`src/hw/fsc_pkg.sv`:
```
/*
 * fsc_pkg: shared constants for the fifo and system control register bank.
 * assumes: byte-wide register port, offsets as printed, single 200 MHz clock.
 */
`default_nettype none

package fsc_pkg;

    // ========================================================================
    // register offsets
    localparam logic [7:0] ADDR_ITEM_SEL_A = 8'h09;
    localparam logic [7:0] ADDR_ITEM_SEL_B = 8'h0a;
    localparam logic [7:0] ADDR_SYS_CTRL   = 8'h0d;

    // ========================================================================
    // reset values
    localparam logic [7:0] RST_ITEM_SEL_A  = 8'h00;
    localparam logic [7:0] RST_ITEM_SEL_B  = 8'h00;
    localparam logic [4:0] RST_SYS_CTRL    = 5'h00;

    // ========================================================================
    // system control bit positions and width of the implemented part
    localparam int SC_RESET_BIT   = 0;
    localparam int SC_SAVE_BIT    = 1;
    localparam int SC_FIFO_EN_BIT = 2;
    localparam int SC_LP_BIT      = 3;
    localparam int SC_EXTCLK_BIT  = 4;
    localparam int SC_WIDTH       = 5;

    // ========================================================================
    // item selector nibbles
    localparam int ITEM_LO_LSB = 0;
    localparam int ITEM_HI_LSB = 4;
    localparam logic [3:0] ITEM_TYPE_NONE = 4'h0;

    // ========================================================================
    // fifo depth used by the almost-full compare
    localparam logic [5:0] FIFO_DEPTH = 6'h20;

    // ========================================================================
    // sample-rate codes at or below 100 samples per second
    localparam logic [3:0] SR_SINGLE_100 = 4'h4;
    localparam logic [3:0] SR_DUAL_FIRST = 4'hb;

    // ========================================================================
    // length of the forced power-on-reset sequence, in clock cycles
    localparam int RESET_SEQ_CYCLES = 16;

    // power sequencer states
    typedef enum logic [1:0] {
        FSC_RUN   = 2'b00,
        FSC_DRAIN = 2'b01,
        FSC_SAVE  = 2'b10,
        FSC_RESET = 2'b11
    } fsc_pwr_state_t;

endpackage

`default_nettype wire

```
`src/hw/fsc_pwr_if.sv`:
```
/*
 * fsc_pwr_if: handshake between the register bank and its power sequencer.
 * assumes: both ends run on the same clock.
 */
`timescale 1ns/1ps
`default_nettype none

interface fsc_pwr_if;
    logic save_req;     // power-save bit as written
    logic conv_busy;    // a conversion is in flight
    logic reset_req;    // one-cycle pulse: start forced reset
    logic in_save;      // power-save state reached
    logic enter_save;   // one-cycle pulse on entry to power-save
    logic osc_run;      // oscillator enable
    logic reset_busy;   // forced reset sequence running
    logic reset_done;   // one-cycle pulse at end of sequence

    modport regs (output save_req, conv_busy, reset_req,
                  input  in_save, enter_save, osc_run, reset_busy, reset_done);
    modport seq  (input  save_req, conv_busy, reset_req,
                  output in_save, enter_save, osc_run, reset_busy, reset_done);
endinterface

`default_nettype wire

```
`src/hw/fsc_power_seq.sv`:
```
/*
 * fsc_power_seq: power-save entry and forced reset sequencing.
 * assumes: requests come from the register bank on the same clock.
 */
`timescale 1ns/1ps
`default_nettype none

module fsc_power_seq #(
    parameter int RESET_CYCLES = fsc_pkg::RESET_SEQ_CYCLES
) (
    // clock and reset
    input  wire logic clk,
    input  wire logic rst,
    // link to the register bank
    fsc_pwr_if.seq    pwr
);
    localparam int CW = $clog2(RESET_CYCLES + 1);

    fsc_pkg::fsc_pwr_state_t state_q;
    fsc_pkg::fsc_pwr_state_t state_d;
    logic [CW-1:0]           cnt_q;
    logic [CW-1:0]           cnt_d;
    logic                    cnt_end;

    // ========================================================================
    // next state: reset beats everything, drain waits for the conversion
    assign cnt_end = (cnt_q == CW'(RESET_CYCLES - 1));

    always_comb begin
        state_d = state_q;
        cnt_d   = '0;
        case (state_q)
            fsc_pkg::FSC_RUN: begin
                if (pwr.reset_req) begin
                    state_d = fsc_pkg::FSC_RESET;
                end else if (pwr.save_req) begin
                    state_d = pwr.conv_busy ? fsc_pkg::FSC_DRAIN : fsc_pkg::FSC_SAVE;
                end
            end
            fsc_pkg::FSC_DRAIN: begin
                if (pwr.reset_req) begin
                    state_d = fsc_pkg::FSC_RESET;
                end else if (!pwr.save_req) begin
                    state_d = fsc_pkg::FSC_RUN;
                end else if (!pwr.conv_busy) begin
                    state_d = fsc_pkg::FSC_SAVE;
                end
            end
            fsc_pkg::FSC_SAVE: begin
                if (pwr.reset_req) begin
                    state_d = fsc_pkg::FSC_RESET;
                end else if (!pwr.save_req) begin
                    state_d = fsc_pkg::FSC_RUN;
                end
            end
            fsc_pkg::FSC_RESET: begin
                cnt_d = cnt_q + CW'(1);
                if (cnt_end) begin
                    state_d = fsc_pkg::FSC_RUN;
                    cnt_d   = '0;
                end
            end
            default: begin
                state_d = fsc_pkg::FSC_RUN;
            end
        endcase
    end

    // ========================================================================
    // state and counter registers
    always_ff @(posedge clk or posedge rst) begin
        if (rst) begin
            state_q <= fsc_pkg::FSC_RUN;
            cnt_q   <= '0;
        end else begin
            state_q <= state_d;
            cnt_q   <= cnt_d;
        end
    end

    // ========================================================================
    // status back to the register bank
    assign pwr.in_save    = (state_q == fsc_pkg::FSC_SAVE);
    assign pwr.enter_save = (state_d == fsc_pkg::FSC_SAVE) &&
                            (state_q != fsc_pkg::FSC_SAVE);
    assign pwr.osc_run    = (state_q != fsc_pkg::FSC_SAVE);
    assign pwr.reset_busy = (state_q == fsc_pkg::FSC_RESET);
    assign pwr.reset_done = (state_q == fsc_pkg::FSC_RESET) && cnt_end;

endmodule

`default_nettype wire

```
`src/hw/fsc_regs.sv`:
```
/*
 * fsc_regs: fifo item selectors and system control of the optical front end.
 * assumes: a byte-wide register port driven by the serial front end on clk;
 * fifo count, threshold, sample-rate code and conversion status come from
 * logic on the same clock; the two 32 kHz clocks arrive from other domains.
 */
`timescale 1ns/1ps
`default_nettype none

module fsc_regs #(
    parameter int RESET_CYCLES = fsc_pkg::RESET_SEQ_CYCLES
) (
    // clock and reset
    input  wire logic       clk,
    input  wire logic       rst,
    // register port
    input  wire logic [7:0] reg_addr,
    input  wire logic [7:0] reg_wdata,
    input  wire logic       reg_wr,
    input  wire logic       reg_rd,
    output logic      [7:0] reg_rdata,
    // fifo status from the fifo logic, almost-full, push enable and flush back to it
    input  wire logic [5:0] fifo_count,
    input  wire logic [3:0] afull_thresh,
    output logic            almost_full,
    output logic            fifo_push_en,
    output logic            fifo_flush,
    // sampling engine
    input  wire logic [3:0] sample_rate_code,
    input  wire logic       conv_busy,
    output logic            conv_en,
    output logic      [3:0] item_one_type,
    output logic      [3:0] item_two_type,
    output logic      [3:0] item_three_type,
    output logic      [3:0] item_four_type,
    output logic            dyn_powerdown,
    // 32 kHz clock sources
    input  wire logic       osc_32k_int,
    input  wire logic       ext_clock_pin,
    output logic            clk_32k_sel,
    output logic            ext_clock_used,
    output logic            osc_en,
    // power and reset status
    output logic            power_save_state,
    output logic            irq_flags_clear,
    output logic            sys_reset
);
    // ========================================================================
    // state
    logic [7:0]          sel_a_q;
    logic [7:0]          sel_b_q;
    logic [fsc_pkg::SC_WIDTH-1:0] ctl_q;
    logic [fsc_pkg::SC_WIDTH-1:0] ctl_d;
    logic [7:0]          rdata_q;
    logic                afull_q;
    logic                flush_q;
    logic                conv_run_q;
    logic                clk_sel_q;
    logic                irq_clr_q;
    logic [1:0]          int_sync_q;
    logic [1:0]          ext_sync_q;

    fsc_pwr_if pwr ();

    // ========================================================================
    // functions
    function automatic logic rate_is_slow(input logic [3:0] code);
        rate_is_slow = (code <= fsc_pkg::SR_SINGLE_100) || (code >= fsc_pkg::SR_DUAL_FIRST);
    endfunction

    function automatic logic [7:0] sys_ctrl_view(input logic [fsc_pkg::SC_WIDTH-1:0] c);
        sys_ctrl_view = {{(8 - fsc_pkg::SC_WIDTH){1'b0}}, c};
    endfunction

    // ========================================================================
    // decode
    wire        wr_ok       = reg_wr && !pwr.reset_busy;
    wire        wr_sel_a    = wr_ok && (reg_addr == fsc_pkg::ADDR_ITEM_SEL_A);
    wire        wr_sel_b    = wr_ok && (reg_addr == fsc_pkg::ADDR_ITEM_SEL_B);
    wire        wr_ctl      = wr_ok && (reg_addr == fsc_pkg::ADDR_SYS_CTRL);
    wire [fsc_pkg::SC_WIDTH-1:0] ctl_wr_val = reg_wdata[fsc_pkg::SC_WIDTH-1:0];
    wire        fifo_en_now = ctl_q[fsc_pkg::SC_FIFO_EN_BIT];
    wire        fifo_en_set = wr_ctl && ctl_wr_val[fsc_pkg::SC_FIFO_EN_BIT] && !fifo_en_now;
    wire        reset_req   = wr_ctl && ctl_wr_val[fsc_pkg::SC_RESET_BIT];
    wire        slow_rate   = rate_is_slow(sample_rate_code);
    wire        use_ext     = ctl_q[fsc_pkg::SC_EXTCLK_BIT] && slow_rate;
    wire [3:0]  fd1         = sel_a_q[fsc_pkg::ITEM_LO_LSB +: 4];
    wire        fd1_none    = (fd1 == fsc_pkg::ITEM_TYPE_NONE);
    wire [5:0]  afull_level = fsc_pkg::FIFO_DEPTH - {2'b00, afull_thresh};

    // ========================================================================
    // read mux: unmapped offsets read zero
    wire [7:0] rd_mux =
        (reg_addr == fsc_pkg::ADDR_ITEM_SEL_A) ? sel_a_q :
        (reg_addr == fsc_pkg::ADDR_ITEM_SEL_B) ? sel_b_q :
        (reg_addr == fsc_pkg::ADDR_SYS_CTRL)   ? sys_ctrl_view(ctl_q) :
        8'h00;

    // ========================================================================
    // next system control value; the reset bit stays set until the sequence ends
    always_comb begin
        ctl_d = ctl_q;
        if (pwr.reset_done) begin
            ctl_d = fsc_pkg::RST_SYS_CTRL;
        end else if (wr_ctl) begin
            ctl_d = ctl_wr_val;
        end
    end

    // ========================================================================
    // item selector registers, restored by the forced reset
    always_ff @(posedge clk or posedge rst) begin
        if (rst) begin
            sel_a_q <= fsc_pkg::RST_ITEM_SEL_A;
            sel_b_q <= fsc_pkg::RST_ITEM_SEL_B;
        end else if (pwr.reset_done) begin
            sel_a_q <= fsc_pkg::RST_ITEM_SEL_A;
            sel_b_q <= fsc_pkg::RST_ITEM_SEL_B;
        end else begin
            if (wr_sel_a) begin
                sel_a_q <= reg_wdata;
            end
            if (wr_sel_b) begin
                sel_b_q <= reg_wdata;
            end
        end
    end

    // ========================================================================
    // system control register
    always_ff @(posedge clk or posedge rst) begin
        if (rst) begin
            ctl_q <= fsc_pkg::RST_SYS_CTRL;
        end else begin
            ctl_q <= ctl_d;
        end
    end

    // ========================================================================
    // read data register, loaded on each read strobe
    always_ff @(posedge clk or posedge rst) begin
        if (rst) begin
            rdata_q <= 8'h00;
        end else if (reg_rd) begin
            rdata_q <= rd_mux;
        end
    end

    // ========================================================================
    // almost-full compare against the free-space threshold
    always_ff @(posedge clk or posedge rst) begin
        if (rst) begin
            afull_q <= 1'b0;
        end else begin
            afull_q <= (fifo_count == afull_level);
        end
    end

    // ========================================================================
    // flush pulse when fifo enable goes from 0 to 1
    always_ff @(posedge clk or posedge rst) begin
        if (rst) begin
            flush_q <= 1'b0;
        end else begin
            flush_q <= fifo_en_set && !pwr.reset_done;
        end
    end

    // ========================================================================
    // conversion run flag: started by fifo enable, ended by item one none
    always_ff @(posedge clk or posedge rst) begin
        if (rst) begin
            conv_run_q <= 1'b0;
        end else if (pwr.reset_done) begin
            conv_run_q <= 1'b0;
        end else if (fifo_en_set) begin
            conv_run_q <= 1'b1;
        end else if (fd1_none) begin
            conv_run_q <= 1'b0;
        end
    end

    // ========================================================================
    // pin and oscillator synchronisers
    always_ff @(posedge clk or posedge rst) begin
        if (rst) begin
            int_sync_q <= 2'b00;
            ext_sync_q <= 2'b00;
        end else begin
            int_sync_q <= {int_sync_q[0], osc_32k_int};
            ext_sync_q <= {ext_sync_q[0], ext_clock_pin};
        end
    end

    // ========================================================================
    // selected 32 kHz level; held low while the oscillator is stopped
    always_ff @(posedge clk or posedge rst) begin
        if (rst) begin
            clk_sel_q <= 1'b0;
        end else if (!pwr.osc_run) begin
            clk_sel_q <= 1'b0;
        end else begin
            clk_sel_q <= use_ext ? ext_sync_q[1] : int_sync_q[1];
        end
    end

    // ========================================================================
    // interrupt-flag clear pulse on entry to power-save
    always_ff @(posedge clk or posedge rst) begin
        if (rst) begin
            irq_clr_q <= 1'b0;
        end else begin
            irq_clr_q <= pwr.enter_save;
        end
    end

    // ========================================================================
    // power sequencer link
    assign pwr.save_req  = ctl_q[fsc_pkg::SC_SAVE_BIT];
    assign pwr.conv_busy = conv_busy;
    assign pwr.reset_req = reset_req;

    fsc_power_seq #(
        .RESET_CYCLES (RESET_CYCLES)
    ) u_seq (
        .clk (clk),
        .rst (rst),
        .pwr (pwr)
    );

    // ========================================================================
    // outputs
    assign reg_rdata        = rdata_q;
    assign almost_full      = afull_q;
    assign fifo_push_en     = fifo_en_now && !pwr.reset_busy;
    assign fifo_flush       = flush_q;
    assign conv_en          = conv_run_q && !pwr.in_save && !pwr.reset_busy;
    assign item_one_type    = sel_a_q[fsc_pkg::ITEM_LO_LSB +: 4];
    assign item_two_type    = sel_a_q[fsc_pkg::ITEM_HI_LSB +: 4];
    assign item_three_type  = sel_b_q[fsc_pkg::ITEM_LO_LSB +: 4];
    assign item_four_type   = sel_b_q[fsc_pkg::ITEM_HI_LSB +: 4];
    assign dyn_powerdown    = ctl_q[fsc_pkg::SC_LP_BIT] && slow_rate &&
                              conv_run_q && !conv_busy;
    assign clk_32k_sel      = clk_sel_q;
    assign ext_clock_used   = use_ext;
    assign osc_en           = pwr.osc_run;
    assign power_save_state = pwr.in_save;
    assign irq_flags_clear  = irq_clr_q;
    assign sys_reset        = pwr.reset_busy;

endmodule

`default_nettype wire

```
`config.mk`:
```
export PLATFORM = sky130hd
export DESIGN_NAME = fsc_regs
export DESIGN_NICKNAME = d
export VERILOG_FILES = /design/src/hw/fsc_pkg.sv /design/src/hw/fsc_pwr_if.sv /design/src/hw/fsc_power_seq.sv /design/src/hw/fsc_regs.sv
export SDC_FILE = /design/constraint.sdc
export NUM_CORES = 1
export LEC_CHECK = 0
export BUFFER_PORTS_ARGS = -buffer_cell sky130_fd_sc_hd__buf_2
export CORE_ASPECT_RATIO = 0.8
export CORE_MARGIN = 2
export CORE_UTILIZATION = 41
export CTS_BUF_LIST = sky130_fd_sc_hd__clkbuf_4 sky130_fd_sc_hd__clkbuf_8
export DETAILED_ROUTE_END_ITERATION = 7
export PLACE_DENSITY = 0.71
export SYNTH_ARGS = -nofsm -noshare
export SYNTH_HDL_FRONTEND = slang
export SYNTH_SLANG_ARGS = --single-unit
```
`constraint.sdc`:
```
create_clock -name clk -period 4.55 [get_ports clk]
set_clock_uncertainty 0.1 [all_clocks]
set_input_delay 0.2275 -clock clk [delete_from_list [all_inputs] [get_ports clk]]
set_output_delay 0.2275 -clock clk [all_outputs]
set_load 0.01 [all_outputs]
```
# Word level (Yosys, flattened, before mapping)

Index checks and enable logic that the tools add are counted.

Register bits after elaboration: 45
Bits of input ports: 37
Output and inout port bits: 35
Word-level logic and storage cells: 82

Add/subtract/negate cells: 2
$lt $le $gt $ge: 2
Eq/ne operators: 10
Multiplexer cells: 26
Reduce and logical (&&, ||, !) cells: 29

Operators with widths:

| operator                                                       | number |
|---|---|
| 2-to-1 mux 8 bit                                               | 6 |
| 2-to-1 mux 5 bit                                               | 5 |
| equality test 8 x 4 -> 1 bit, second input constant            | 3 |
| 2-to-1 mux 2 bit                                               | 9 |
| logical AND 1 bit                                              | 17 |
| one-hot mux 2 bit (4 select lines)                             | 1 |
| equality test 2 bit, second input constant                     | 3 |
| equality test 6 bit                                            | 1 |
| nonzero test 2 bit                                             | 3 |
| subtractor 6 x 4 -> 6 bit, first input constant                | 1 |
| adder 5 x 1 -> 5 bit, second input constant                    | 1 |
| equality test 5 x 4 -> 1 bit, second input constant            | 1 |
| zero test 1 bit                                                | 5 |
| 2-to-1 mux 1 bit                                               | 5 |
| greater-or-equal comparator 4 bit, second input constant       | 1 |
| less-or-equal comparator 4 x 3 -> 1 bit, second input constant | 1 |
| zero test 4 bit                                                | 1 |
| nonzero test 3 bit                                             | 1 |
| equality test 2 x 1 -> 1 bit, second input constant            | 1 |
| zero test 2 bit                                                | 1 |
| inequality test 2 bit, second input constant                   | 1 |
| logical OR 1 bit                                               | 1 |

# Depth between registers and ports, before layout

Gate-level depths: netlist of the first run.

Depth in word-level cells: 9
Mapped depth: 6
Gate-level depth less buffers: 5

# Cells and area by module

A second synthesis of the first run with hierarchy kept.

Cell total of the unflattened synthesis: 212
Area total of the unflattened synthesis: 2205.9 um^2

Modules (own cells, without submodules):

| module        | instances | cells an instance | area each (um^2) | seq. area each (um^2) |
|---|---|---|---|---|
| fsc_regs      | 1         | 178               | 1858.0           | 950.9 |
| fsc_power_seq | 1         | 34                | 347.8            | 175.2 |

# Worst setup path after synthesis of the first run

Ideal clock, no wire load.

Path kind: register -> register
From: register u_seq.state_q[1]
To: register sel_a_q[6]
Setup time: 0.121 ns
Arrival: 1.294 ns
Required time: 4.329 ns
Path slack: 3.035 ns
Cell stages (with the launch flop): 6
Buffers on the path: 1
Clock period less this slack: 1.515 ns
Cells stage by stage: dfrtp_1 a21boi_0 buf_4 nand4_2 mux2i_1 nor2_1

Longest elaborated chain between the ends: 5
Elaborated cells on any way between the ends: 7
Classes of those cells: 1 x eq/ne; 1 x mux; 5 x reduce/logical

Ends and longest elaborated chain:

| element                      | line                                     | RTL |
|---|---|---|
| start, declared              | fsc_power_seq.sv:19                      | `fsc_pkg::fsc_pwr_state_t state_q;` |
| start signal, assigned       | fsc_power_seq.sv:73                      | `state_q <= fsc_pkg::FSC_RUN;` |
| start signal, assigned       | fsc_power_seq.sv:76                      | `state_q <= state_d;` |
| equality test 2 bit (*)      | fsc_power_seq.sv:87, fsc_power_seq.sv:88 |  |
| zero test 1 bit              | fsc_regs.sv:77                           | `wire wr_ok = reg_wr && !pwr.reset_busy;` |
| logical AND 1 bit            | fsc_regs.sv:77                           |  |
| logical AND 1 bit            | fsc_regs.sv:78                           | `wire wr_sel_a = wr_ok && (reg_addr == fsc_pkg::ADDR_ITEM_SEL_A);` |
| nonzero test 2 bit (no line) | -                                        |  |
| end signal, assigned         | fsc_regs.sv:114                          | `sel_a_q <= fsc_pkg::RST_ITEM_SEL_A;` |
| end signal, assigned         | fsc_regs.sv:117                          | `sel_a_q <= fsc_pkg::RST_ITEM_SEL_A;` |
| end signal, assigned         | fsc_regs.sv:121                          | `sel_a_q <= reg_wdata;` |
| end, declared                | fsc_regs.sv:50                           | `logic [7:0] sel_a_q;` |

Every way passes the cells marked *; elsewhere a longest branch is shown, timed or not.
A chain may end at the register's enable or synchronous reset.

# Worst setup path in the final report of the first run

From: register u_seq.state_q[1]
To: register ctl_q[3] (netlist name)

Longest elaborated chain between the ends: 5
Elaborated cells on any way between the ends: 7
Classes of those cells: 1 x eq/ne; 1 x mux; 5 x reduce/logical

Ends and longest elaborated chain:

| element                      | line                                     | RTL |
|---|---|---|
| equality test 2 bit (*)      | fsc_power_seq.sv:87, fsc_power_seq.sv:88 |  |
| zero test 1 bit              | fsc_regs.sv:77                           |  |
| logical AND 1 bit            | fsc_regs.sv:77                           |  |
| logical AND 1 bit            | fsc_regs.sv:80                           | `wire wr_ctl = wr_ok && (reg_addr == fsc_pkg::ADDR_SYS_CTRL);` |
| nonzero test 2 bit (no line) | -                                        |  |
| end signal, assigned         | fsc_regs.sv:133                          | `ctl_q <= fsc_pkg::RST_SYS_CTRL;` |
| end signal, assigned         | fsc_regs.sv:135                          | `ctl_q <= ctl_d;` |
| end, declared                | fsc_regs.sv:52                           | `logic [fsc_pkg::SC_WIDTH-1:0] ctl_q;` |

Marks and branches as above.

==> results of run 1 <==
[logic make-up after synthesis]
family	after synthesis
flip-flops	45
buffers and inverters	19
multiplexers	19
AND/OR/NAND/NOR	85
XOR/XNOR	6
AO/OA/AOI/OAI	40
adder cells (fa/ha/maj)	2
[Yosys cell counts, drive strengths merged]
cell type / n
mux2i: 19
nor3: 9
nor2b: 4
and4: 1
nand2: 16
a21oi: 22
nor2: 22
and3: 2
and2: 5
o21ai: 7
a21boi: 1
or4b: 1
inv: 12
dfrtp: 45
xnor2: 4
o22ai: 2
a211oi: 1
nand3b: 1
o41ai: 1
a22o: 3
buf: 6
or3b: 1
xor2: 2
nand2b: 3
clkbuf: 1
nand3: 15
nor4: 2
nand4: 2
ha: 2
o21a: 1
o221ai: 2
nor3b: 1
[layout make-up]
type / instances / area share (%)
inverters: 12 / 1.66
clock inverters: 2 / 1.43
multi-input cells: 152 / 35.2
clock buffers: 6 / 2.82
repair buffers: 75 / 14.4
well taps: 62 / 2.87
flip-flops and latches: 45 / 41.6
[routing by layer]
layer	part of all wire [%]	GRT usage (%)
met5	0	0
met4	1.2	5.82
met3	5.8	4.19
met2	46	27.2
met1	47	23.9
[power by group]
part | switching [W] | internal, W | leakage, nW | total [W]
combinational | 0.0000519 | 0.0000396 | 0.781 | 0.0000915
sequential | 0.0000106 | 0.000415 | 0.606 | 0.000425
clock | 0.000139 | 0.000171 | 0.0588 | 0.000310
total | 0.000201 | 0.000625 | 1.45 | 0.000826
[stage by stage]
stage	std cells	utilization, %	setup WS, ps	cell area (µm²)	hold WS (ps)
6_report	354	53.5	2720	2710	27.5
5_1_grt	354	53.5	2620	2710	85.4
4_1_cts	354	53.5	2710	2710	61.8
3_5_place_dp	344	50.8	2730	2570	243
3_3_place_gp	344	50.8	2770	2570	237
2_1_floorplan	216	-	3030	2170	159
[worst register-to-register path, cell delays in order (launching register included)]
cell and delay, ps:
dfrtp_1 440, a21boi_0 180, buf_4 210, and4_1 480, mux2i_1 250, nor2_1 60
[worst max-delay path by stage]
stage / startpoint / to / slack (ps)
2_1_floorplan: u_seq.state_q[1] / sel_a_q[6] / 3030
3_3_place_gp: u_seq.state_q[1] / ctl_q[2] / 2770
3_5_place_dp: u_seq.state_q[1] / ctl_q[3] / 2730
4_1_cts: u_seq.state_q[1] / ctl_q[3] / 2710
5_1_grt: u_seq.state_q[1] / ctl_q[2] / 2620
6_report: u_seq.state_q[1] / ctl_q[3] / 2720
[timing repair]
| action | in CTS | in global routing |
|---|---|---|
| setup endpoints to repair | 0 | 0 |
| hold endpoints to repair | 2 | 0 |
| hold buffers | 2 | 0 |
[flip-flops by register name, summed over array words and instances, names as in the netlist]
| name | cells |
|---|---|
| almost_full | 1 |
| clk_32k_sel | 1 |
| conv_run_q | 1 |
| ctl_q | 5 |
| ext_sync_q | 2 |
| fifo_flush | 1 |
| int_sync_q | 2 |
| irq_flags_clear | 1 |
| reg_rdata | 8 |
| sel_a_q | 8 |
| sel_b_q | 8 |
| u_seq.cnt_q | 5 |
| u_seq.state_q | 2 |
==> impl_metrics.py, run 1 <==
metrics = {
    "sta": {
        "max_freq_mhz": 546,
        "grt_setup_unrepaired": "no",
        "min_period_over_period_pct": 40.2,
        "tightest_slew_ps": 938,
        "finalSetupViolCount": 0,
        "max_slew_margin_pct": 37.4,
        "hold_violations": 0,
        "min_period_ps": 1830,
        "setup-tns-final_ps": 0,
        "slew_viol_final": 0,
    },
    "logic_synthesis": {
        "synth_compound_area_share_pct": 10.7,
        "yosysSeqAreaShare_pct": 51.9,
        "synth.area.top_cells": "dfrtp_1 (52%), mux2i_1 (8.8%), a21oi_1 (5.1%)",
        "yosys.area.top_type": "dfrtp_1",
        "synth.distinct_cells": 38,
        "synth-adder-area-share_pct": 1.15,
        "synth_top_family_by_area": "simple AND/OR/NAND/NOR gates",
        "synthMuxAreaShare_pct": 8.77,
        "netlist.area_leader.share_pct": 51.9,
        "synth-seq-cells": 45,
        "yosys_warnings": 0,
        "post_synth_instance_area_um2": 2170,
        "synthXorXnorAreaFrac_pct": 2.42,
        "avgSynthCellArea_um2": 10.0,
        "syn_inst": 216,
        "post_synth_and_or_nand_nor_area_fraction_pct": 20.7,
        "synthesis.nets": 255,
    },
    "routing": {
        "drt_iter0_drc": 144,
        "via_per_inst": 5.20,
        "wl_per_cell_um": 14.0,
        "vias": 1840,
        "drt_pass1_iterations": 4,
        "wirelength_um": 4970,
        "ant_nets": 0,
        "drc": 0,
    },
    "final_layout": {
        "regArea_um2": 1130,
        "antenna_cells": 0,
        "multiInputGateArea_um2": 953,
        "nFillCells": 486,
        "nNetsFinal": 330,
        "drive_above_1_share_pct": 30.1,
        "mostFrequentLayoutCell": "buf_2",
        "synthToLayoutAreaGrowth_pct": 24.9,
        "final_cell_mix": "buf_2 (71), dfrtp_1 (45), nor2_1 (22), a21oi_1 (22), mux2i_1 (19)",
    },
    "placement": {
        "port_buffers": 71,
        "place.gp.congestion": 0.776,
        "hpwl_um": 3660,
    },
    "setup_path": {
        "r2r_slack_ps": 2720,
        "cp.required_ps": 4640,
        "crit-reg2reg-capture": "ctl_q[3]",
        "rr_startpoint": "u_seq.state_q[1]",
        "crit_buf_inv": 1,
        "slowest_delay_ps": 480,
        "crit_arrival_ps": 1920,
        "slowest_stage": "and4_1",
        "crit_chain": "a21boi_0 > buf_4 > and4_1 > mux2i_1 > nor2_1",
        "rr_worst_depth": 5,
        "critPathMaxFanout": 11,
        "crit_path_end_kind": "flop",
        "critPathKind": "reg2reg",
        "start_kind": "flop",
        "cp_top_family": "simple AND/OR/NAND/NOR gates",
        "worst-path-stages": 5,
    },
    "clocking": {
        "cts-root-buf": "clkbuf_8",
        "post_cts_resized": 0,
        "cts_buffers": 5,
        "cts_buffer_depth": 2,
        "clock_sinks": 45,
        "cts_tree": "done",
        "post_cts_buffers": 0,
        "clk_pin_slew_ps": 90,
        "htreeDepth": 2,
        "clock_latency_ps": 300,
    },
    "outcome": {
        "status": "finished, final reports clean",
    },
    "grt": {
        "overflow": 0,
        "grt_pass1_wl_um": 8180,
        "grt_util_all_layers_pct": 17.5,
        "first_global_vias": 1754,
        "antenna_found_initial": 0,
        "grt_max_degree": 46,
    },
    "pwr": {
        "power_w": 0.000826,
        "peakVddDrop_mv": 0.156,
        "leakage_nw": 1.45,
        "power_density_nw_per_um2": 305,
    },
    "floorplan": {
        "fp.coreArea_um2": 5060,
        "dieArea_um2": 5890,
        "io_pins": 72,
        "row_count": 23,
        "die_y_um": 69.0,
        "start_util_pct": 42.8,
        "chipWidth_um": 85.3,
    },
    "run": {
        "maxCapViolCount": 0,
    },
    "worst_hold_path": {
        "hold_class": "in2async",
    },
}
(Power assumes the default switching activity.)
==> inputs of run 2 (changes only) <==
==> constraint.sdc (replaced) <==
create_clock -name clk -period 1.9 [get_ports clk]
set_clock_uncertainty 0.1 [all_clocks]
set_input_delay 0.095 -clock clk [delete_from_list [all_inputs] [get_ports clk]]
set_output_delay 0.095 -clock clk [all_outputs]
set_load 0.01 [all_outputs]
==> run 2 against run 1 <==
Net effect:
- core utilization increased by 2.9 points
- sequential share of layout area is 2.2 points lower
- global-route usage grew 0.56 points
- first-iteration DRC count shrank 55%
- setup slack lost 2600 ps
- routed wire length grew 2.6%
- largest cell class unchanged
==> impl_metrics.py, run 2 (synthesized netlist as in run 1, its figures left out) <==
metrics = {
    "sta": {
        "max_freq_mhz": 560,
        "min_period_over_period_pct": 94.0,
        "setup-tns-final_ps": 0,
        "slew_viol_final": 0,
        "finalSetupViolCount": 0,
        "grt_setup_unrepaired": "no",
        "hold_violations": 0,
        "max_slew_margin_pct": 67.1,
        "tightest_slew_ps": 493,
        "min_period_ps": 1790,
    },
    "setup_path": {
        "critPathMaxFanout": 11,
        "crit_arrival_ps": 1870,
        "r2r_slack_ps": 110,
        "cp.required_ps": 1980,
        "start_kind": "flop",
        "crit_path_end_kind": "flop",
        "critPathKind": "reg2reg",
    },
    "grt": {
        "antenna_found_initial": 0,
        "grtUsageMet2_pct": 28.6,
        "grt_use_met3_pct": 4.79,
        "overflow": 0,
        "first_global_vias": 1891,
        "grt_util_all_layers_pct": 18.0,
        "grt_pass1_wl_um": 8640,
        "grt_max_degree": 25,
        "grt.busiest_layer": "met2",
        "grt_use_met1_pct": 24.5,
    },
    "pwr": {
        "pwr-share-comb_pct": 12.2,
        "power_density_nw_per_um2": 701,
        "power.share.sequential_pct": 50.9,
        "clkPwrFrac_pct": 37.0,
        "internal_power_w": 0.00152,
        "switching_share_pct": 24.2,
        "power_w": 0.00200,
        "p_switching_w": 0.000485,
        "leakage_nw": 1.51,
        "peakVddDrop_mv": 0.444,
    },
    "clocking": {
        "post_cts_buffers": 0,
        "cts_tree": "done",
        "htreeDepth": 2,
        "clk_pin_slew_ps": 90,
        "cts_buffer_depth": 2,
        "cts-root-buf": "clkbuf_8",
        "cts_buffers": 5,
        "clock_latency_ps": 290,
        "clock_sinks": 45,
    },
    "final_layout": {
        "drive_above_1_share_pct": 29.7,
        "nNetsFinal": 344,
        "final_cell_mix": "buf_2 (71), dfrtp_1 (45), nor2_1 (22), a21oi_1 (22), mux2i_1 (19)",
        "synthToLayoutAreaGrowth_pct": 31.7,
        "mostFrequentLayoutCell": "buf_2",
        "antenna_cells": 0,
    },
    "floorplan": {
        "row_count": 23,
        "die_y_um": 69.0,
        "dieArea_um2": 5890,
        "chipWidth_um": 85.3,
        "start_util_pct": 42.8,
        "io_pins": 72,
        "fp.coreArea_um2": 5060,
    },
    "placement": {
        "port_buffers": 71,
        "hpwl_um": 3730,
        "place.gp.congestion": 0.789,
    },
    "routing": {
        "via_per_inst": 5.13,
        "vias": 1887,
        "drc": 0,
        "ant_nets": 0,
        "drt_pass1_iterations": 4,
        "wirelength_um": 5100,
        "wl_per_cell_um": 13.9,
        "drt_iter0_drc": 65,
    },
    "run": {
        "maxCapViolCount": 0,
    },
    "outcome": {
        "status": "finished, final reports clean",
    },
    "worst_hold_path": {
        "hold_class": "in2reg",
    },
}
[run 2: worst paths after layout]
kind | depth (start not counted) | from | endpoint
setup / recovery | 5 | u_seq.state_q[1] | sel_a_q[5]
hold / removal | 2 | reg_rd | reg_rdata[1]
setup reg to reg | 5 | u_seq.state_q[1] | sel_a_q[5]
hold reg to reg | 0 | int_sync_q[0] | int_sync_q[1]
max in group asynchronous | 4 | rst | irq_flags_clear
min in group asynchronous | 3 | rst | sel_b_q[5]
[run 2: layout make-up]
type                            count  area, µm²
Fill cell                         453       2210
Clock buffer                        6       76.3
Tap cell                           62       77.6
Sequential cell                    45       1130
Timing Repair Buffer               89        538
Multi-Input combinational cell    152        955
Inverter                           12       45.0
Clock inverter                      2       38.8
[run 2: worst max-delay path: stages (launching register included)]
cell      delay [ps]
dfrtp_1          440
a21boi_0         200
buf_4            220
nand4_2          380
mux2i_1          280
nor2_1            60
[run 2: power by group through the flow]
stage | registers, W | logic, W | clock network (W)
6_report | 0.00102 | 0.000244 | 0.000740
4_1_cts | 0.00102 | 0.000248 | 0.000762
3_3_place_gp | 0.00104 | 0.000221 | 0
5_1_grt | 0.00102 | 0.000272 | 0.000810
3_5_place_dp | 0.00104 | 0.000226 | 0
2_1_floorplan | 0.00105 | 0.000101 | 0
[run 2: timing repair]
action                                 CTS  global route
hold buffers                            14             0
endpoints found under the hold margin   44             0
gates resized for setup                  0             1
setup endpoints to repair                0             5
[run 2: through the flow]
step	worst slack (ps)	hold slack, ps	cells	area (µm²)	util [%]
after floorplan	385	26.4	216	2170	-
after global placement	174	50.9	346	2600	51.3
after detailed placement	84.9	59.9	346	2600	51.3
after CTS	75.6	64.9	368	2860	56.4
after global routing	13.0	74.8	368	2860	56.4
final	114	79.7	368	2860	56.4
[run 2: metal layers]
layer / vias up / part of all wire, %
li1: 931 / -
met1: 906 / 49
met2: 44 / 45
met3: 6 / 4.2
met4: 0 / 1.1
met5: - / 0
==> inputs of run 3 (changes only) <==
--- a/config.mk
+++ b/config.mk
@@ -5,13 +5,15 @@
 export SDC_FILE = /design/constraint.sdc
 export NUM_CORES = 1
 export LEC_CHECK = 0
+export ABC_AREA = 1
 export BUFFER_PORTS_ARGS = -buffer_cell sky130_fd_sc_hd__buf_2
 export CORE_ASPECT_RATIO = 0.8
 export CORE_MARGIN = 2
 export CORE_UTILIZATION = 41
 export CTS_BUF_LIST = sky130_fd_sc_hd__clkbuf_4 sky130_fd_sc_hd__clkbuf_8
 export DETAILED_ROUTE_END_ITERATION = 7
-export PLACE_DENSITY = 0.71
+export PLACE_DENSITY = 0.7
+export REMOVE_ABC_BUFFERS = 1
 export SYNTH_ARGS = -nofsm -noshare
 export SYNTH_HDL_FRONTEND = slang
 export SYNTH_SLANG_ARGS = --single-unit
==> run 3 against run 2 <==
Net effect:
- via count rose by 13%
- total power is 1.7% higher
- largest cell class unchanged
- global-route usage increased by 1.1 points
- final cell count up 20%
- synthesized cell count up 30%
- sequential cell count stayed put
- first-iteration DRC count is 43% higher
- non-clock buffer count fell by 7
- clock-buffer cell count rose by 1
==> impl_metrics.py, run 3 <==
metrics = {
    "logic_synthesis": {
        "avgSynthCellArea_um2": 8.49,
        "yosys.area.top_type": "dfrtp_1",
        "synth.area.top_cells": "dfrtp_1 (47%), nand3_1 (8.2%), nand2_1 (7.4%)",
        "synth_common_cells": "nand2_1 (47), dfrtp_1 (45), nand3_1 (39)",
        "synth-seq-cells": 45,
        "post_synth_instance_area_um2": 2380,
        "synth_most_common_cell": "nand2_1",
        "yosysSeqAreaShare_pct": 47.3,
        "syn_inst": 280,
        "synth_edf_count": 0,
        "netlist.area_leader.share_pct": 47.3,
        "yosys_warnings": 0,
        "synth.distinct_cells": 31,
        "synthArstFlopShare_pct": 100,
        "ys.flop_type": "dfrtp_1",
    },
    "routing": {
        "drt_iter0_drc": 93,
        "ant_nets": 0,
        "via_per_inst": 4.79,
        "drc": 0,
        "drt_pass1_iterations": 4,
        "wirelength_um": 5680,
        "wl_per_cell_um": 12.8,
        "vias": 2123,
    },
    "setup_path": {
        "slowest_delay_ps": 370,
        "crit_top_cell": "nor2_1",
        "start_kind": "flop",
        "crit_buf_inv": 0,
        "critPathKind": "reg2reg",
        "crit_path_end_kind": "flop",
        "crit_chain": "ha_1 > nand2_2 > nor2_4 > nand3_4 > nand2_1 > nor2_1 > nor2_2 > nor2_1",
        "slowest_stage": "dfrtp_1",
        "cp_top_family": "simple AND/OR/NAND/NOR gates",
        "cp.required_ps": 2000,
        "crit_arrival_ps": 1730,
        "critPathMaxFanout": 11,
    },
    "pwr": {
        "pwr-share-comb_pct": 12.5,
        "power_density_nw_per_um2": 675,
        "switching_share_pct": 24.0,
        "power.share.sequential_pct": 50.2,
        "leakage_nw": 1.71,
        "p_switching_w": 0.000488,
        "clkPwrFrac_pct": 37.3,
        "peakVddDrop_mv": 0.278,
        "internal_power_w": 0.00155,
    },
    "floorplan": {
        "io_pins": 72,
        "chipWidth_um": 89.2,
        "start_util_pct": 43.0,
        "dieArea_um2": 6430,
        "fp.coreArea_um2": 5530,
        "row_count": 24,
        "die_y_um": 72.1,
    },
    "sta": {
        "slew_viol_final": 0,
        "grt_setup_unrepaired": "no",
        "min_period_ps": 1640,
        "timing.final.ws_setup_ps": 264,
        "finalSetupViolCount": 0,
        "setup-tns-final_ps": 0,
        "min_period_over_period_pct": 86.1,
        "tightest_slew_ps": 758,
        "max_freq_mhz": 611,
        "max_slew_margin_pct": 49.2,
        "hold_violations": 0,
    },
    "grt": {
        "overflow": 0,
        "grt_pass1_wl_um": 9600,
        "antenna_found_initial": 0,
        "grt_max_degree": 27,
        "first_global_vias": 2091,
        "grt_util_all_layers_pct": 19.1,
    },
    "placement": {
        "place_ws_ps": 270,
        "port_buffers": 71,
        "hpwl_um": 4440,
        "place.gp.congestion": 0.861,
        "dpl-instance-area_um2": 2840,
    },
    "final_layout": {
        "regArea_um2": 1130,
        "nFillCells": 541,
        "final_cell_mix": "buf_2 (71), nand2_1 (47), dfrtp_1 (45)",
        "synthToLayoutAreaGrowth_pct": 26.8,
        "drive_above_1_share_pct": 31.8,
        "final_util_pct": 54.6,
        "nNetsFinal": 403,
        "mostFrequentLayoutCell": "buf_2",
        "antenna_cells": 0,
        "multiInputGateArea_um2": 1050,
        "final_area_um2": 3020,
    },
    "clocking": {
        "cts_tree": "done",
        "cts_buffer_depth": 2,
        "htreeDepth": 2,
        "cts_buffers": 5,
        "clock_sinks": 45,
        "clock_latency_ps": 300,
        "post_cts_resized": 0,
        "clk_pin_slew_ps": 80,
        "cts-root-buf": "clkbuf_8",
    },
    "worst_hold_path": {
        "hold_class": "in2reg",
    },
    "outcome": {
        "status": "finished, final reports clean",
    },
    "run": {
        "maxCapViolCount": 0,
    },
}
run 3: changes by cell type after synthesis, sizes merged, moves of 4 or more:
cell / previous run / this run
a21oi: 22 / 4
and2: 5 / 0
inv: 12 / 41
mux2i: 19 / 0
nand2: 16 / 58
nand3: 15 / 41
nor2: 22 / 47
nor2b: 4 / 0
nor3: 9 / 2
o21ai: 7 / 20
run 3: worst paths after layout:
path / startpoint / to / slack, ps / cells past startpoint
worst min-delay path: reg_wdata[5] / sel_a_q[5] / 2 / 5
worst max-delay path: u_seq.cnt_q[0] / irq_flags_clear / 260 / 8
max in group asynchronous: rst / conv_run_q / 900 / 4
min in group asynchronous: rst / u_seq.cnt_q[4] / 270 / 3
worst max register to register: u_seq.cnt_q[0] / irq_flags_clear / 260 / 8
worst min register to register: ext_sync_q[0] / ext_sync_q[1] / 250 / 0
run 3: metal layers:
layer	track usage [%]	up-vias	share of wire, %
met3	3.87	8	7.5
met1	27.2	975	47
met2	29.7	74	44
li1	-	1066	-
met5	0	-	0
met4	5.47	0	1.4
run 3: metrics by stage:
stage               total power [W]  hold WS, ps  instances
floorplan                   0.00117         26.4        275
global placement            0.00128         63.8        429
detailed placement          0.00129         61.9        429
CTS                         0.00204         12.7        443
global route                0.00212         53.1        443
finish                      0.00204         2.10        443
run 3: kinds of logic (layout without fill, tap and decap cells):
kind of cell | count (synthesis) | count (layout) | synth area share, %
buffers and inverters | 46 | 131 | 8.57
adders and majority gates | 2 | 2 | 1.05
DFF | 45 | 45 | 47.3
and+or+nand+nor | 152 | 152 | 33.6
AOI/OAI and AO/OA | 29 | 29 | 7.21
xor gates and xnor gates | 6 | 6 | 2.21
run 3: repair_timing:
item	CTS	global route
hold buffers	6	0
endpoints found under the hold margin	23	0
buffers inserted	0	0
run 3: power groups by stage:
stage | registers (W) | clock network [W] | logic [W]
after detailed placement | 0.00104 | 0 | 0.000248
after CTS | 0.00102 | 0.000765 | 0.000258
after floorplan | 0.00105 | 0 | 0.000123
after global placement | 0.00104 | 0 | 0.000243
final | 0.00102 | 0.000759 | 0.000255
after global routing | 0.00103 | 0.000803 | 0.000290
run 3: layout make-up:
| class | count | area share (%) |
|---|---|---|
| sequential | 45 | 37.3 |
| tap | 78 | 3.24 |
| timing repair buffer | 82 | 15.4 |
| clock inverter | 1 | 0.995 |
| multi-input combinational | 189 | 34.8 |
| clock buffer | 7 | 2.99 |
| inverter | 41 | 5.27 |
run 3: tightest hold or removal path, cell delays in order:
cell	delay, ps
buf_2	90
inv_1	40
nor2_1	40
nand2_1	50
nand2_1	40
